### src/core/bsc_pkg.sv
// Purpose: Shared constants, state type and helpers for the bit-test and call execution unit.
// Assumes: 14-bit instruction words, 13-bit program counter, 8-bit file registers.
// Notes: All opcode fields and field positions are named here once.
// Notes on behaviour
// - Skip-if-clear test skips the next instruction when the addressed bit is zero.
// - Skip-if-set test skips the next instruction when the addressed bit is one.
// - A skipping test discards the prefetched word, runs a no-op, takes two cycles.
// - A call first pushes the current program counter plus one onto the stack.
// - A call loads its 11-bit immediate into program counter bits 10 to 0.
// - A call fills program counter bits 12 and 11 from latch bits 4 and 3.
// - A call is one word, always two cycles, and flushes the prefetched word.
package bsc_pkg;
	localparam int INSTR_W = 14;
	localparam int PC_W = 13;
	localparam int DATA_W = 8;
	localparam int ADDR_W = 7;
	localparam int BIT_W = 3;
	localparam int IMM_W = 11;
	// Opcode fields of the instruction word.
	localparam int TEST_OP_LSB = 10;
	localparam logic [3:0] OP_TEST_CLEAR = 4'h6;
	localparam logic [3:0] OP_TEST_SET = 4'h7;
	localparam int CALL_OP_LSB = 11;
	localparam logic [2:0] OP_CALL = 3'h4;
	// Operand positions.
	localparam int BIT_LSB = 7;
	localparam int ADDR_LSB = 0;
	localparam int IMM_LSB = 0;
	// Latch bits that supply the upper program counter bits on a call.
	localparam int LATCH_HI_BIT = 4;
	localparam int LATCH_LO_BIT = 3;
	localparam logic [PC_W-1:0] PC_STEP = 13'h0001;

	typedef enum logic [2:0] {
		BSC_IDLE = 3'b000,
		BSC_TEST = 3'b001,
		BSC_NOP = 3'b010,
		BSC_CALL1 = 3'b011,
		BSC_CALL2 = 3'b100
	} bsc_state_t;

	// Picks one bit of a file register value.
	function automatic logic bsc_bit_of(input logic [DATA_W-1:0] value,
		input logic [BIT_W-1:0] idx);
		bsc_bit_of = value[idx];
	endfunction : bsc_bit_of
endpackage : bsc_pkg

### src/core/bsc_dec_if.sv
// Purpose: Carries decoded instruction fields from the decoder to the execution control.
// Assumes: The decoder is purely combinational.
// Notes: One modport per side.
`timescale 1ns/1ps
interface bsc_dec_if;
	logic is_test_clear;
	logic is_test_set;
	logic is_call;
	logic [bsc_pkg::BIT_W-1:0] bit_idx;
	logic [bsc_pkg::ADDR_W-1:0] file_addr;
	logic [bsc_pkg::PC_W-1:0] call_target;
	logic [bsc_pkg::PC_W-1:0] return_addr;

	modport decoder (
		output is_test_clear,
		output is_test_set,
		output is_call,
		output bit_idx,
		output file_addr,
		output call_target,
		output return_addr
	);
	modport control (
		input is_test_clear,
		input is_test_set,
		input is_call,
		input bit_idx,
		input file_addr,
		input call_target,
		input return_addr
	);
endinterface : bsc_dec_if

### src/core/bsc_decode.sv
// Purpose: Decodes the two bit tests and the call, and forms call addresses.
// Assumes: Word, program counter and latch are stable while the decode is used.
// Notes: Other opcodes decode to none of the three kinds.
`timescale 1ns/1ps
module bsc_decode (
	input wire logic [bsc_pkg::INSTR_W-1:0] instr_word,
	input wire logic [bsc_pkg::PC_W-1:0] pc,
	input wire logic [7:0] pc_high_latch,
	bsc_dec_if.decoder dec
);
	// Opcode matches; the call prefix is three bits, the tests four.
	assign dec.is_test_clear =
		(instr_word[bsc_pkg::INSTR_W-1:bsc_pkg::TEST_OP_LSB] == bsc_pkg::OP_TEST_CLEAR);
	assign dec.is_test_set =
		(instr_word[bsc_pkg::INSTR_W-1:bsc_pkg::TEST_OP_LSB] == bsc_pkg::OP_TEST_SET);
	assign dec.is_call =
		(instr_word[bsc_pkg::INSTR_W-1:bsc_pkg::CALL_OP_LSB] == bsc_pkg::OP_CALL);

	// Operand fields.
	assign dec.bit_idx = instr_word[bsc_pkg::BIT_LSB +: bsc_pkg::BIT_W];
	assign dec.file_addr = instr_word[bsc_pkg::ADDR_LSB +: bsc_pkg::ADDR_W];

	// Call target: latch bits above the immediate, so page selection is software's job.
	assign dec.call_target = {pc_high_latch[bsc_pkg::LATCH_HI_BIT:bsc_pkg::LATCH_LO_BIT],
		instr_word[bsc_pkg::IMM_LSB +: bsc_pkg::IMM_W]};
	assign dec.return_addr = pc + bsc_pkg::PC_STEP;
endmodule : bsc_decode

### src/core/bsc_exec.sv
// Purpose: Executes the bit-test-and-skip instructions and the subroutine call.
// Assumes: All inputs come from core logic on sys_clk; file_data answers file_addr combinationally.
// Notes: One sys_clk cycle stands for one instruction cycle; all outputs are flip-flops.
`timescale 1ns/1ps
module bsc_exec (
	input wire logic sys_clk,
	input wire logic reset_n,
	input wire logic instr_valid,
	input wire logic [bsc_pkg::INSTR_W-1:0] instr_word,
	input wire logic [bsc_pkg::PC_W-1:0] pc,
	input wire logic [7:0] pc_high_latch,
	input wire logic [bsc_pkg::DATA_W-1:0] file_data,
	output logic instr_ready,
	output logic [bsc_pkg::ADDR_W-1:0] file_addr,
	output logic fetch_flush,
	output logic push_valid,
	output logic [bsc_pkg::PC_W-1:0] push_data,
	output logic pc_load,
	output logic [bsc_pkg::PC_W-1:0] pc_target,
	output logic exec_done
);
	bsc_dec_if dec ();

	bsc_decode u_decode (
		.instr_word(instr_word),
		.pc(pc),
		.pc_high_latch(pc_high_latch),
		.dec(dec.decoder)
	);

	bsc_pkg::bsc_state_t state;
	bsc_pkg::bsc_state_t next_state;
	logic op_clear;
	logic op_set;
	logic [bsc_pkg::BIT_W-1:0] bit_idx;

	// Acceptance and the skip decision. Other opcodes are not taken, so the core
	// routes them elsewhere and this unit stays idle.
	wire accept = instr_valid && instr_ready;
	wire take_test = accept && (dec.is_test_clear || dec.is_test_set);
	wire take_call = accept && dec.is_call;
	wire tested_bit = bsc_pkg::bsc_bit_of(file_data, bit_idx);
	wire skip_now = (state == bsc_pkg::BSC_TEST) &&
		((op_clear && !tested_bit) ||
		(op_set && tested_bit));
	wire last_cycle = ((state == bsc_pkg::BSC_TEST) && !skip_now) ||
		(state == bsc_pkg::BSC_NOP) || (state == bsc_pkg::BSC_CALL2);

	// Next state. A skip inserts one no-op cycle; a call always spends two cycles.
	always_comb begin
		case (state)
			bsc_pkg::BSC_IDLE: begin
				if (take_test) begin
					next_state = bsc_pkg::BSC_TEST;
				end else if (take_call) begin
					next_state = bsc_pkg::BSC_CALL1;
				end else begin
					next_state = bsc_pkg::BSC_IDLE;
				end
			end
			bsc_pkg::BSC_TEST: begin
				if (skip_now) begin
					next_state = bsc_pkg::BSC_NOP;
				end else begin
					next_state = bsc_pkg::BSC_IDLE;
				end
			end
			bsc_pkg::BSC_NOP: next_state = bsc_pkg::BSC_IDLE;
			bsc_pkg::BSC_CALL1: next_state = bsc_pkg::BSC_CALL2;
			bsc_pkg::BSC_CALL2: next_state = bsc_pkg::BSC_IDLE;
			default: next_state = bsc_pkg::BSC_IDLE;
		endcase
	end

	// State and ready; ready is registered so it follows the next state.
	always_ff @(posedge sys_clk) begin
		if (!reset_n) begin
			state <= bsc_pkg::BSC_IDLE;
			instr_ready <= 1'b1;
		end else begin
			state <= next_state;
			instr_ready <= (next_state == bsc_pkg::BSC_IDLE);
		end
	end

	// Latched operands of a bit test; the address is held for the whole test cycle.
	always_ff @(posedge sys_clk) begin
		if (!reset_n) begin
			op_clear <= 1'b0;
			op_set <= 1'b0;
			bit_idx <= 3'h0;
			file_addr <= 7'h00;
		end else if (take_test) begin
			op_clear <= dec.is_test_clear;
			op_set <= dec.is_test_set;
			bit_idx <= dec.bit_idx;
			file_addr <= dec.file_addr;
		end
	end

	// Flush: during a skip's no-op cycle, or the first cycle of a call.
	always_ff @(posedge sys_clk) begin
		if (!reset_n) begin
			fetch_flush <= 1'b0;
		end else begin
			fetch_flush <= skip_now || take_call;
		end
	end

	// Stack push and program counter load of a call, one cycle each. The push and
	// the load share a cycle; the stack takes the push before the new fetch uses pc.
	always_ff @(posedge sys_clk) begin
		if (!reset_n) begin
			push_valid <= 1'b0;
			push_data <= 13'h0000;
			pc_load <= 1'b0;
			pc_target <= 13'h0000;
		end else begin
			push_valid <= take_call;
			pc_load <= take_call;
			if (take_call) begin
				push_data <= dec.return_addr;
				pc_target <= dec.call_target;
			end
		end
	end

	// Completion pulse, one cycle after the last execution cycle. No flag output
	// exists, so status flags cannot be touched by these instructions.
	always_ff @(posedge sys_clk) begin
		if (!reset_n) begin
			exec_done <= 1'b0;
		end else begin
			exec_done <= last_cycle;
		end
	end
endmodule : bsc_exec

### config.mk
export PLATFORM = sky130hd
export DESIGN_NAME = bsc_exec
export DESIGN_NICKNAME = d
export VERILOG_FILES = /design/src/core/bsc_pkg.sv /design/src/core/bsc_dec_if.sv /design/src/core/bsc_decode.sv /design/src/core/bsc_exec.sv
export SDC_FILE = /design/constraint.sdc
export NUM_CORES = 1
export LEC_CHECK = 0
export BUFFER_PORTS_ARGS = -buffer_cell sky130_fd_sc_hd__buf_2
export CORE_MARGIN = 4
export CORE_UTILIZATION = 46
export DETAILED_ROUTE_END_ITERATION = 16
export PLACE_DENSITY = 0.81
export SLEW_MARGIN = 20
export SYNTH_ARGS = -nofsm -noshare
export SYNTH_HDL_FRONTEND = slang
export SYNTH_SLANG_ARGS = --single-unit
### constraint.sdc
create_clock -name sys_clk -period 1.85 [get_ports sys_clk]
set_input_delay 0.185 -clock sys_clk [delete_from_list [all_inputs] [get_ports sys_clk]]
set_output_delay 0.185 -clock sys_clk [all_outputs]
set_load 0.02 [all_outputs]
After elaboration in Yosys (flattened, before gate mapping)

Index checks and enable logic that the tools add are counted.

Flip-flop bits (word level): 45
Bits of input ports: 46
Output and inout port bits: 38
Word-level logic and storage cells: 42

$add $sub $neg: 1
$lt $le $gt $ge: 1
Equality and inequality tests: 7
Mux-type cells: 6
Reduce and logical (&&, ||, !) cells: 16

Operator list:

| kind                                                                          | count |
|---|---|
| 13-bit by 1-bit adder with 13-bit output (second input constant)              | 1 |
| 3-bit one-hot mux with 3 select lines                                         | 1 |
| 4-bit by 3-bit equality test with 1-bit output (second input constant)        | 2 |
| 1-bit logical AND                                                             | 7 |
| 3-bit by 2-bit equality test with 1-bit output (second input constant)        | 2 |
| 3-bit equality test (second input constant)                                   | 2 |
| 3-bit zero test                                                               | 2 |
| 2-bit two-way mux                                                             | 3 |
| 1-bit logical OR                                                              | 5 |
| 3-bit by 4-bit less-than comparator with 1-bit output (second input constant) | 1 |
| 1-bit binary-select mux with 3-bit select                                     | 1 |
| 3-bit by 1-bit equality test with 1-bit output (second input constant)        | 1 |
| 1-bit zero test                                                               | 2 |
| 1-bit two-way mux                                                             | 1 |

Logic depth before layout (Yosys ltp)

Gate-level depths: netlist (run 1).

Word-level depth: 10
Gate-level depth with buffers: 6
Depth with buffers taken out: 6

Modules after synthesis

A second synthesis (run 1) with hierarchy kept.

Cell total of the unflattened synthesis: 260
Area total of the unflattened synthesis: 2,164.6 µm²

By module, submodules not included:

| module     | times used | cells each | area each (µm²) |
|---|---|---|---|
| bsc_exec   | 1          | 202        | 1,760.4 |
| bsc_decode | 1          | 58         | 404.1 |

Worst setup path after synthesis (run 1)

OpenSTA, ideal clock, no wires.

Path type: reg-to-reg
From: register instr_ready
To: register instr_ready
Data arrival time: 1,594 ps
Required time: 1,736 ps
Slack: 142 ps
Cell stages (with the launch flop): 6
Buffers on the path: 1
Path through: dfxtp_1 -> nand2_1 -> or4b_1 -> clkbuf_1 -> a211o_1 -> a21o_1

Longest elaborated chain between the ends: 6
Elaborated cells between the ends (all ways): 7
Classes of those cells: mux (3); reduce/logical (4)

RTL lines:

| what                                    | line           | RTL |
|---|---|---|
| from (decl)                             | bsc_exec.sv:13 | `output logic instr_ready,` |
| from (signal assigned)                  | bsc_exec.sv:82 | `instr_ready <= (next_state == bsc_pkg::BSC_IDLE);` |
| 1-bit logical AND *                     | bsc_exec.sv:39 | `wire accept = instr_valid && instr_ready;` |
| 1-bit logical AND                       | bsc_exec.sv:41 | `wire take_call = accept && dec.is_call;` |
| 2-bit two-way mux                       | bsc_exec.sv:55 | `end else if (take_call) begin` |
| 2-bit two-way mux *                     | bsc_exec.sv:53 | `if (take_test) begin` |
| 3-bit one-hot mux with 3 select lines * | bsc_exec.sv:51 | `case (state)` |
| 3-bit zero test *                       | bsc_exec.sv:82 |  |

Mark *: on every way between the ends. The rest lies on a longest branch, timed or not.
A chain may end at the register's enable or synchronous reset.

Final worst setup path (run 1)

From: register bit_idx[0] in the netlist's numbering
To: register instr_ready

Longest elaborated chain between the ends: 9
Elaborated cells between the ends (all ways): 10
Classes of those cells: mux (4); reduce/logical (6)

RTL lines:

| what                                        | line           | RTL |
|---|---|---|
| from (decl)                                 | bsc_exec.sv:35 | `logic [bsc_pkg::BIT_W-1:0] bit_idx;` |
| from (signal assigned)                      | bsc_exec.sv:96 | `bit_idx <= dec.bit_idx;` |
| 1-bit binary-select mux with 3-bit select * | bsc_pkg.sv:45  | `bsc_bit_of = value[idx];` |
| 1-bit two-way mux (not written as such) *   | bsc_pkg.sv:45  |  |
| 1-bit zero test                             | bsc_exec.sv:44 | `((op_clear && !tested_bit) \|\|` |
| 1-bit logical AND                           | bsc_exec.sv:44 |  |
| 1-bit logical OR *                          | bsc_exec.sv:44 |  |
| 1-bit logical AND *                         | bsc_exec.sv:43 | `wire skip_now = (state == bsc_pkg::BSC_TEST) &&` |
| 2-bit two-way mux *                         | bsc_exec.sv:62 | `if (skip_now) begin` |
| 3-bit one-hot mux with 3 select lines *     | bsc_exec.sv:51 |  |
| 3-bit zero test *                           | bsc_exec.sv:82 |  |

Mark *: on every way between the ends. The rest lies on a longest branch, timed or not. The select of a mux whose other input is x is not followed.

==> metrics.md, run 1 <==
| Metric | Value |
|---|---|
| Worst Reg-to-Reg Cells | 5 |
| Max-slew violations | 0 |
| Synth cell types | 33 |
| H-Tree Depth | 2 |
| Clock Power Share | 0.349 |
| Fin crit period | approximately 1.7 ns |
| Final period util | 0.907 |
| Max Cap Viol | 0 |
| Die extent in x | 71.4 um |
| Inserted Clock Buffers | 5 |
| Cell Area, Placed | 2300 um2 |
| Synth Warn # | 0 |
| Critical path fanouts, max | 5 |
| Seq pwr share | 0.538 |
| Clock Tree Buf Depth | 2 |
| # resized after CTS | 0 |
| Crit-path max cell delay | 0.51 ns |
| Most frequent cells in the layout | buf_2 (77), dfxtp_1 (45), nand2_1 (35) |
| Setup repair after global routing missed its margin | false |
| Net Switching | between 400 and 500 uW |
| Status | finished clean |
| I/O pin cnt | 84 |
| Sw Share | 0.239 |
| Total wire length | 4110 um |
| Leading area contributor after synthesis | dfxtp_1 |
| Syn Nets | 253 |
| P_int | between 1 and 1.5 mW |
| Seq cells post-synth | 45 |
| Post-route antenna net violation count | 0 |
| Max frequency | 0.596 GHz |
| CTS tree | built |
| Root Driver | clkbuf_8 |
| Worst min path class | primary input to flip-flop |
| Clk_skew | 0.00410 ns |
| CTS Sinks | 45 |
| Post-Syn Area | 1850 um2 |
| Startpoint types | flip-flop |
| First-pass GRT wire length | between 6000 and 7000 um |
| Largest net degree at the start of global routing | 40 |
| Mapped Cells | 206 |
| Hold Buf Count CTS | 0 |
| Vias/cell | roughly 5 |
| VDD IR max | 0.449 mV |
| Worst-margin pin slew | 0.407 ns |
| CP endpoint kind | flip-flop |
| Drt first pass iters | 4 |
| Worst setup path category | flip-flop to flip-flop |
| IO Port Bufs | 77 |
| Fin area | 2400 um2 |
| Global Route Usage Sum | 0.161 |
| Reg clk slew, reported paths | 0.08 ns |
| Crit-path cells | mux2i_1 > mux4_2 > mux2_4 > o21ai_2 > a21o_1 |
| Nets@finish | 330 |
| Commonest non-fill, non-tap cell in the layout | buf_2 |
| Number of global-route vias before repair | 1488 |
| Postcts setup bufs | 0 |
| Filler cells | 336 |
| Register area share after synthesis | 0.488 |
| GR Overflow Total | 0 |
| Max_slew headroom | 0.727 |
| PD cells | between 700 and 800 nW/um2 |
| Hold path depth | 2 |
| Endpoints failing setup | 0 |
| Vias | 1657 |
| N_diodes | 0 |
| Die area | around 5000 um2 |
| Main area contributors after synthesis | dfxtp_1 (49%), mux2i_1 (8.7%), nand2_1 (7.1%) |
| Clk_lat worst skew | 0.29 ns |
| Final Hold Viols | 0 |
| Die span in y | ~71 um |
| Rows | 22 |
| GP Congestion | 0.740 |
| Drt wl/cell | between 10 and 15 um |
| Placed Cells | 324 |
| CP max stage cell | mux4_2 |
| P&R area growth vs syn | 29.9% |
| Comb power frac | 0.113 |
| Detailed Route Iter0 Violations | 112 |
| Core area | 3770 um2 |
| Synth top area share | 0.488 |
| Post-route DRC violation count | 0 |
| TNS Setup | 0 ns |
| Fin cells | 332 |
| Leakage | between 1 and 1.5 nW |
| Share of layout cells above drive strength 1 | 0.338 |
| Synth Area per Inst | roughly 9 um2 |
| Critical path arrival | 1.92 ns |
| Initial antenna violation count | 0 |
| HPWL Detailed | 3080 um |
| Initial Util | 0.490 |
| Worst Path Required | 2.10 ns |
## sequential cells by signal (all words and copies together) (netlist names)
| name | flops |
|---|---|
| state | 3 |
| file_addr | 7 |
| pc_load | 1 |
| pc_target | 13 |
| op_set | 1 |
| exec_done | 1 |
| instr_ready | 1 |
| fetch_flush | 1 |
| op_clear | 1 |
| push_data | 13 |
| bit_idx | 3 |
## worst max-delay path: cells and delay by family (launching register included)
kind           cells  cell delay [ns]
AO/OA/AOI/OAI      2             0.21
flip-flops         1             0.46
multiplexers       3             0.95
## cell families (layout without fill, tap and decap cells)
kind of cell,after synthesis,in the layout,synth area share
fa+ha+maj,1,1,0.00677
compound gates,39,39,0.127
xor+xnor,11,11,0.0522
simple gates,77,77,0.182
buf+inv,15,93,0.0379
mux,18,18,0.107
flops,45,45,0.488
## area by class of cell
type                            count  area (um2)  area share
Sequential cell                    45         901       0.376
Multi-Input combinational cell    146         882       0.368
Timing Repair Buffer               84         450       0.188
Clock buffer                        7        96.3      0.0402
Tap cell                           48        60.1      0.0250
Clock inverter                      1        5.00     0.00209
Inverter                            1        3.75     0.00156
## final timing paths
check / start / to / slack, ns
setup reg to reg: bit_idx[0]$_SDFFE_PN0P_ / instr_ready$_SDFF_PN1_ / 0.17
hold reg to reg: pc_target[3]$_SDFFE_PN0P_ / pc_target[3]$_SDFFE_PN0P_ / 0.45
setup / recovery: bit_idx[0]$_SDFFE_PN0P_ / instr_ready$_SDFF_PN1_ / 0.17
hold / removal: pc[0] / push_data[0]$_SDFFE_PN0P_ / 0.09
## metal layers
metal	track usage	vias to the layer above	part of all wire
met1	0.196	751	0.44
met2	0.264	45	0.47
met5	0	-	0
li1	-	856	-
met3	0.0561	5	0.070
met4	0.0543	0	0.015
## through the flow
step | total power [mW] | utilization | setup WS [ns] | hold slack [ns]
finish | 1.87 | 0.636 | 0.171 | 0.0910
global route | 1.97 | 0.636 | 0.106 | 0.0900
CTS | 1.90 | 0.636 | 0.165 | 0.0801
detailed placement | 1.24 | 0.609 | 0.190 | 0.404
global placement | 1.24 | 0.609 | 0.222 | 0.395
floorplan | 1.14 | - | 0.142 | 0.281
## synth_stat cells
cell	number
buf_4	1
nand3_1	2
clkbuf_1	10
nand2b_1	1
nor3_1	1
xor2_1	4
dfxtp_1	45
or4b_1	1
buf_6	1
o22ai_1	1
xnor2_1	7
a211oi_1	9
and2_1	2
mux2_4	1
o21ai_0	6
clkinv_1	1
nand2_1	35
mux4_2	1
nor4b_1	1
ha_1	1
o21ai_2	1
a21oi_1	18
and3_1	5
buf_2	2
or3_1	1
nor3b_1	1
nor2_1	25
a21o_1	1
a31oi_1	1
a211o_1	1
a2111oi_0	1
mux2i_1	16
nand4_1	2
## power by group through the flow
stage | Clock [mW] | Combinational [mW] | Sequential (mW)
floorplan | 0 | 0.0908 | 1.05
global placement | 0 | 0.209 | 1.03
detailed placement | 0 | 0.213 | 1.03
CTS | 0.675 | 0.214 | 1.01
global route | 0.722 | 0.233 | 1.01
finish | 0.654 | 0.212 | 1.01
No activity file was read; power rests on OpenSTA's default activity.
==> inputs of run 2 (changes only) <==
Settings changed: GPL_TIMING_DRIVEN set to 0.
==> metrics.md, run 2 (same netlist as run 1, synthesis figures left out) <==
| Metric | Value |
|---|---|
| Max_slew headroom | 0.655 (-0.0715) |
| Worst Path Required | 2.05 ns (-0.05 ns) |
| Post-route antenna net violation count | 0 (unchanged) |
| Largest net degree at the start of global routing | 14 (-65%) |
| PD cells | 778 nW/um2 (-0.36%) |
| GR Overflow Total | 0 (unchanged) |
| Clk_lat worst skew | 0.29 ns (about the same) |
| Startpoint types | flip-flop |
| Detailed Route Iter0 Violations | 131 (+17%) |
| Vias/cell | 4.92 (-1.4%) |
| Critical path arrival | 1.91 ns (about the same) |
| I/O pin cnt | 84 (unchanged) |
| Hold path depth | 2 (unchanged) |
| Leakage | 1.14 nW (+0.51%) |
| Root Driver | clkbuf_8 |
| Fin area | 2400 um2 (+0.21%) |
| First-pass GRT wire length | 6850 um (+4.2%) |
| Die area | 5090 um2 (unchanged) |
| VDD IR max | 0.455 mV (+1.3%) |
| Postcts setup bufs | 0 (unchanged) |
| Worst setup path category | flip-flop to flip-flop |
| Worst-margin pin slew | 0.517 ns (+0.110 ns) |
| Endpoints failing setup | 0 (unchanged) |
| Reg clk slew, reported paths | 0.08 ns (about the same) |
| CP endpoint kind | flip-flop |
| CTS tree | built |
| Cell Area, Placed | 2290 um2 (-0.22%) |
| Initial antenna violation count | 0 (unchanged) |
| Fin crit period | 1.70 ns (+0.0241 ns) |
| TNS Setup | 0 ns (unchanged) |
| P&R area growth vs syn | 30.1% |
| Overall power | 1.87 mW (-0.15%) |
| Status | finished clean |
| Worst Reg-to-Reg Cells | 5 (unchanged) |
| WHS | 0.108 ns (+0.0169 ns) |
| Rows | 22 (unchanged) |
| Vias | 1669 (+0.72%) |
| Critical path fanouts, max | 10 (+5) |
| Top Registers | pc_target (13), push_data (13), file_addr (7) |
| Die extent in x | 71.4 um (unchanged) |
| Inserted Clock Buffers | 5 (unchanged) |
| Core area | 3770 um2 (unchanged) |
| Commonest non-fill, non-tap cell in the layout | buf_2 |
| Most frequent cells in the layout | buf_2 (79), dfxtp_1 (45), nand2_1 (35) |
| GP Congestion | 0.821 (+11%) |
| Number of global-route vias before repair | 1560 (+4.8%) |
| Post-route DRC violation count | 0 (unchanged) |
| Final core utilization | 0.637 (+0.00133) |
| H-Tree Depth | 2 (unchanged) |
| N_diodes | 0 (unchanged) |
| Drt first pass iters | 4 (unchanged) |
| Final period util | 0.920 (+0.0130) |
| Total wire length | 4320 um (+5.2%) |
| IO Port Bufs | 77 (unchanged) |
| Nets@finish | 337 (+2.1%) |
| CTS Sinks | 45 (unchanged) |
| Global Route Usage Sum | 0.166 (+0.00506) |
| Clk_skew | 0.00416 ns (+0.0000628 ns) |
| Hold Buf Count CTS | 0 (unchanged) |
| Clock Tree Buf Depth | 2 (unchanged) |
| Initial Util | 0.490 (unchanged) |
| Max-slew violations | 0 (unchanged) |
| Share of layout cells above drive strength 1 | 0.330 (-0.00813) |
| Die span in y | 71.4 um (unchanged) |
| HPWL Detailed | 3260 um (+6.0%) |
| Max Cap Viol | 0 (unchanged) |
| Drt wl/cell | 12.8 um (+3.1%) |
| Max frequency | 0.587 GHz (-1.4%) |
| Worst min path class | primary input to flip-flop |
| Final Hold Viols | 0 (unchanged) |
| Setup repair after global routing missed its margin | false |
-- run 2: metrics by stage --
| step | instances | setup WS, ns |
|---|---|---|
| 2_1_floorplan | 206 | 0.142 |
| 6_report | 339 | 0.147 |
| 5_1_grt | 339 | 0.00998 |
| 3_3_place_gp | 331 | 0.0309 |
| 3_5_place_dp | 331 | 0.0114 |
| 4_1_cts | 339 | 0.0523 |
-- run 2: what timing repair did --
item,4_1_cts,5_1_grt
pin swaps,0,0
setup endpoints to repair,1,17
resized for setup,1,5
-- run 2: area by class of cell --
cell class | count | area (um2)
clock inverter | 1 | 5.00
inverter | 1 | 3.75
timing repair buffer | 77 | 385
tap | 48 | 60.1
multi-input combinational | 146 | 882
fill | 327 | 1370
sequential | 45 | 901
clock buffer | 7 | 96.3
buffer | 14 | 70.1
-- run 2: worst paths after layout --
check                              from                         end  slack [ns]
max              instr_ready$_SDFF_PN1_      fetch_flush$_SDFF_PN0_        0.15
min                               pc[0]   push_data[0]$_SDFFE_PN0P_        0.11
max reg2reg      instr_ready$_SDFF_PN1_      fetch_flush$_SDFF_PN0_        0.15
min reg2reg  pc_target[11]$_SDFFE_PN0P_  pc_target[11]$_SDFFE_PN0P_        0.46
-- run 2: critical path: stages, from the launching register on --
cell and delay, ns:
dfxtp_1 0.33, nand2_1 0.09, or4b_1 0.50, clkbuf_1 0.22
clkbuf_2 0.25, o22ai_1 0.23
-- run 2: layer usage --
layer  global-route usage  vias up  wire length (um)
met2                0.285       48              2120
li1                     -      869                 -
met4               0.0626        0                61
met3               0.0309        6               227
met1                0.206      746              1910
met5                    0        -                 0
-- run 2: power by group --
group / leakage [nW] / switching [mW] / internal (mW) / total, mW
clock network: 0.0542 / 0.314 / 0.338 / 0.652
registers: 0.365 / 0.0127 / 0.993 / 1.01
logic: 0.716 / 0.122 / 0.0914 / 0.213
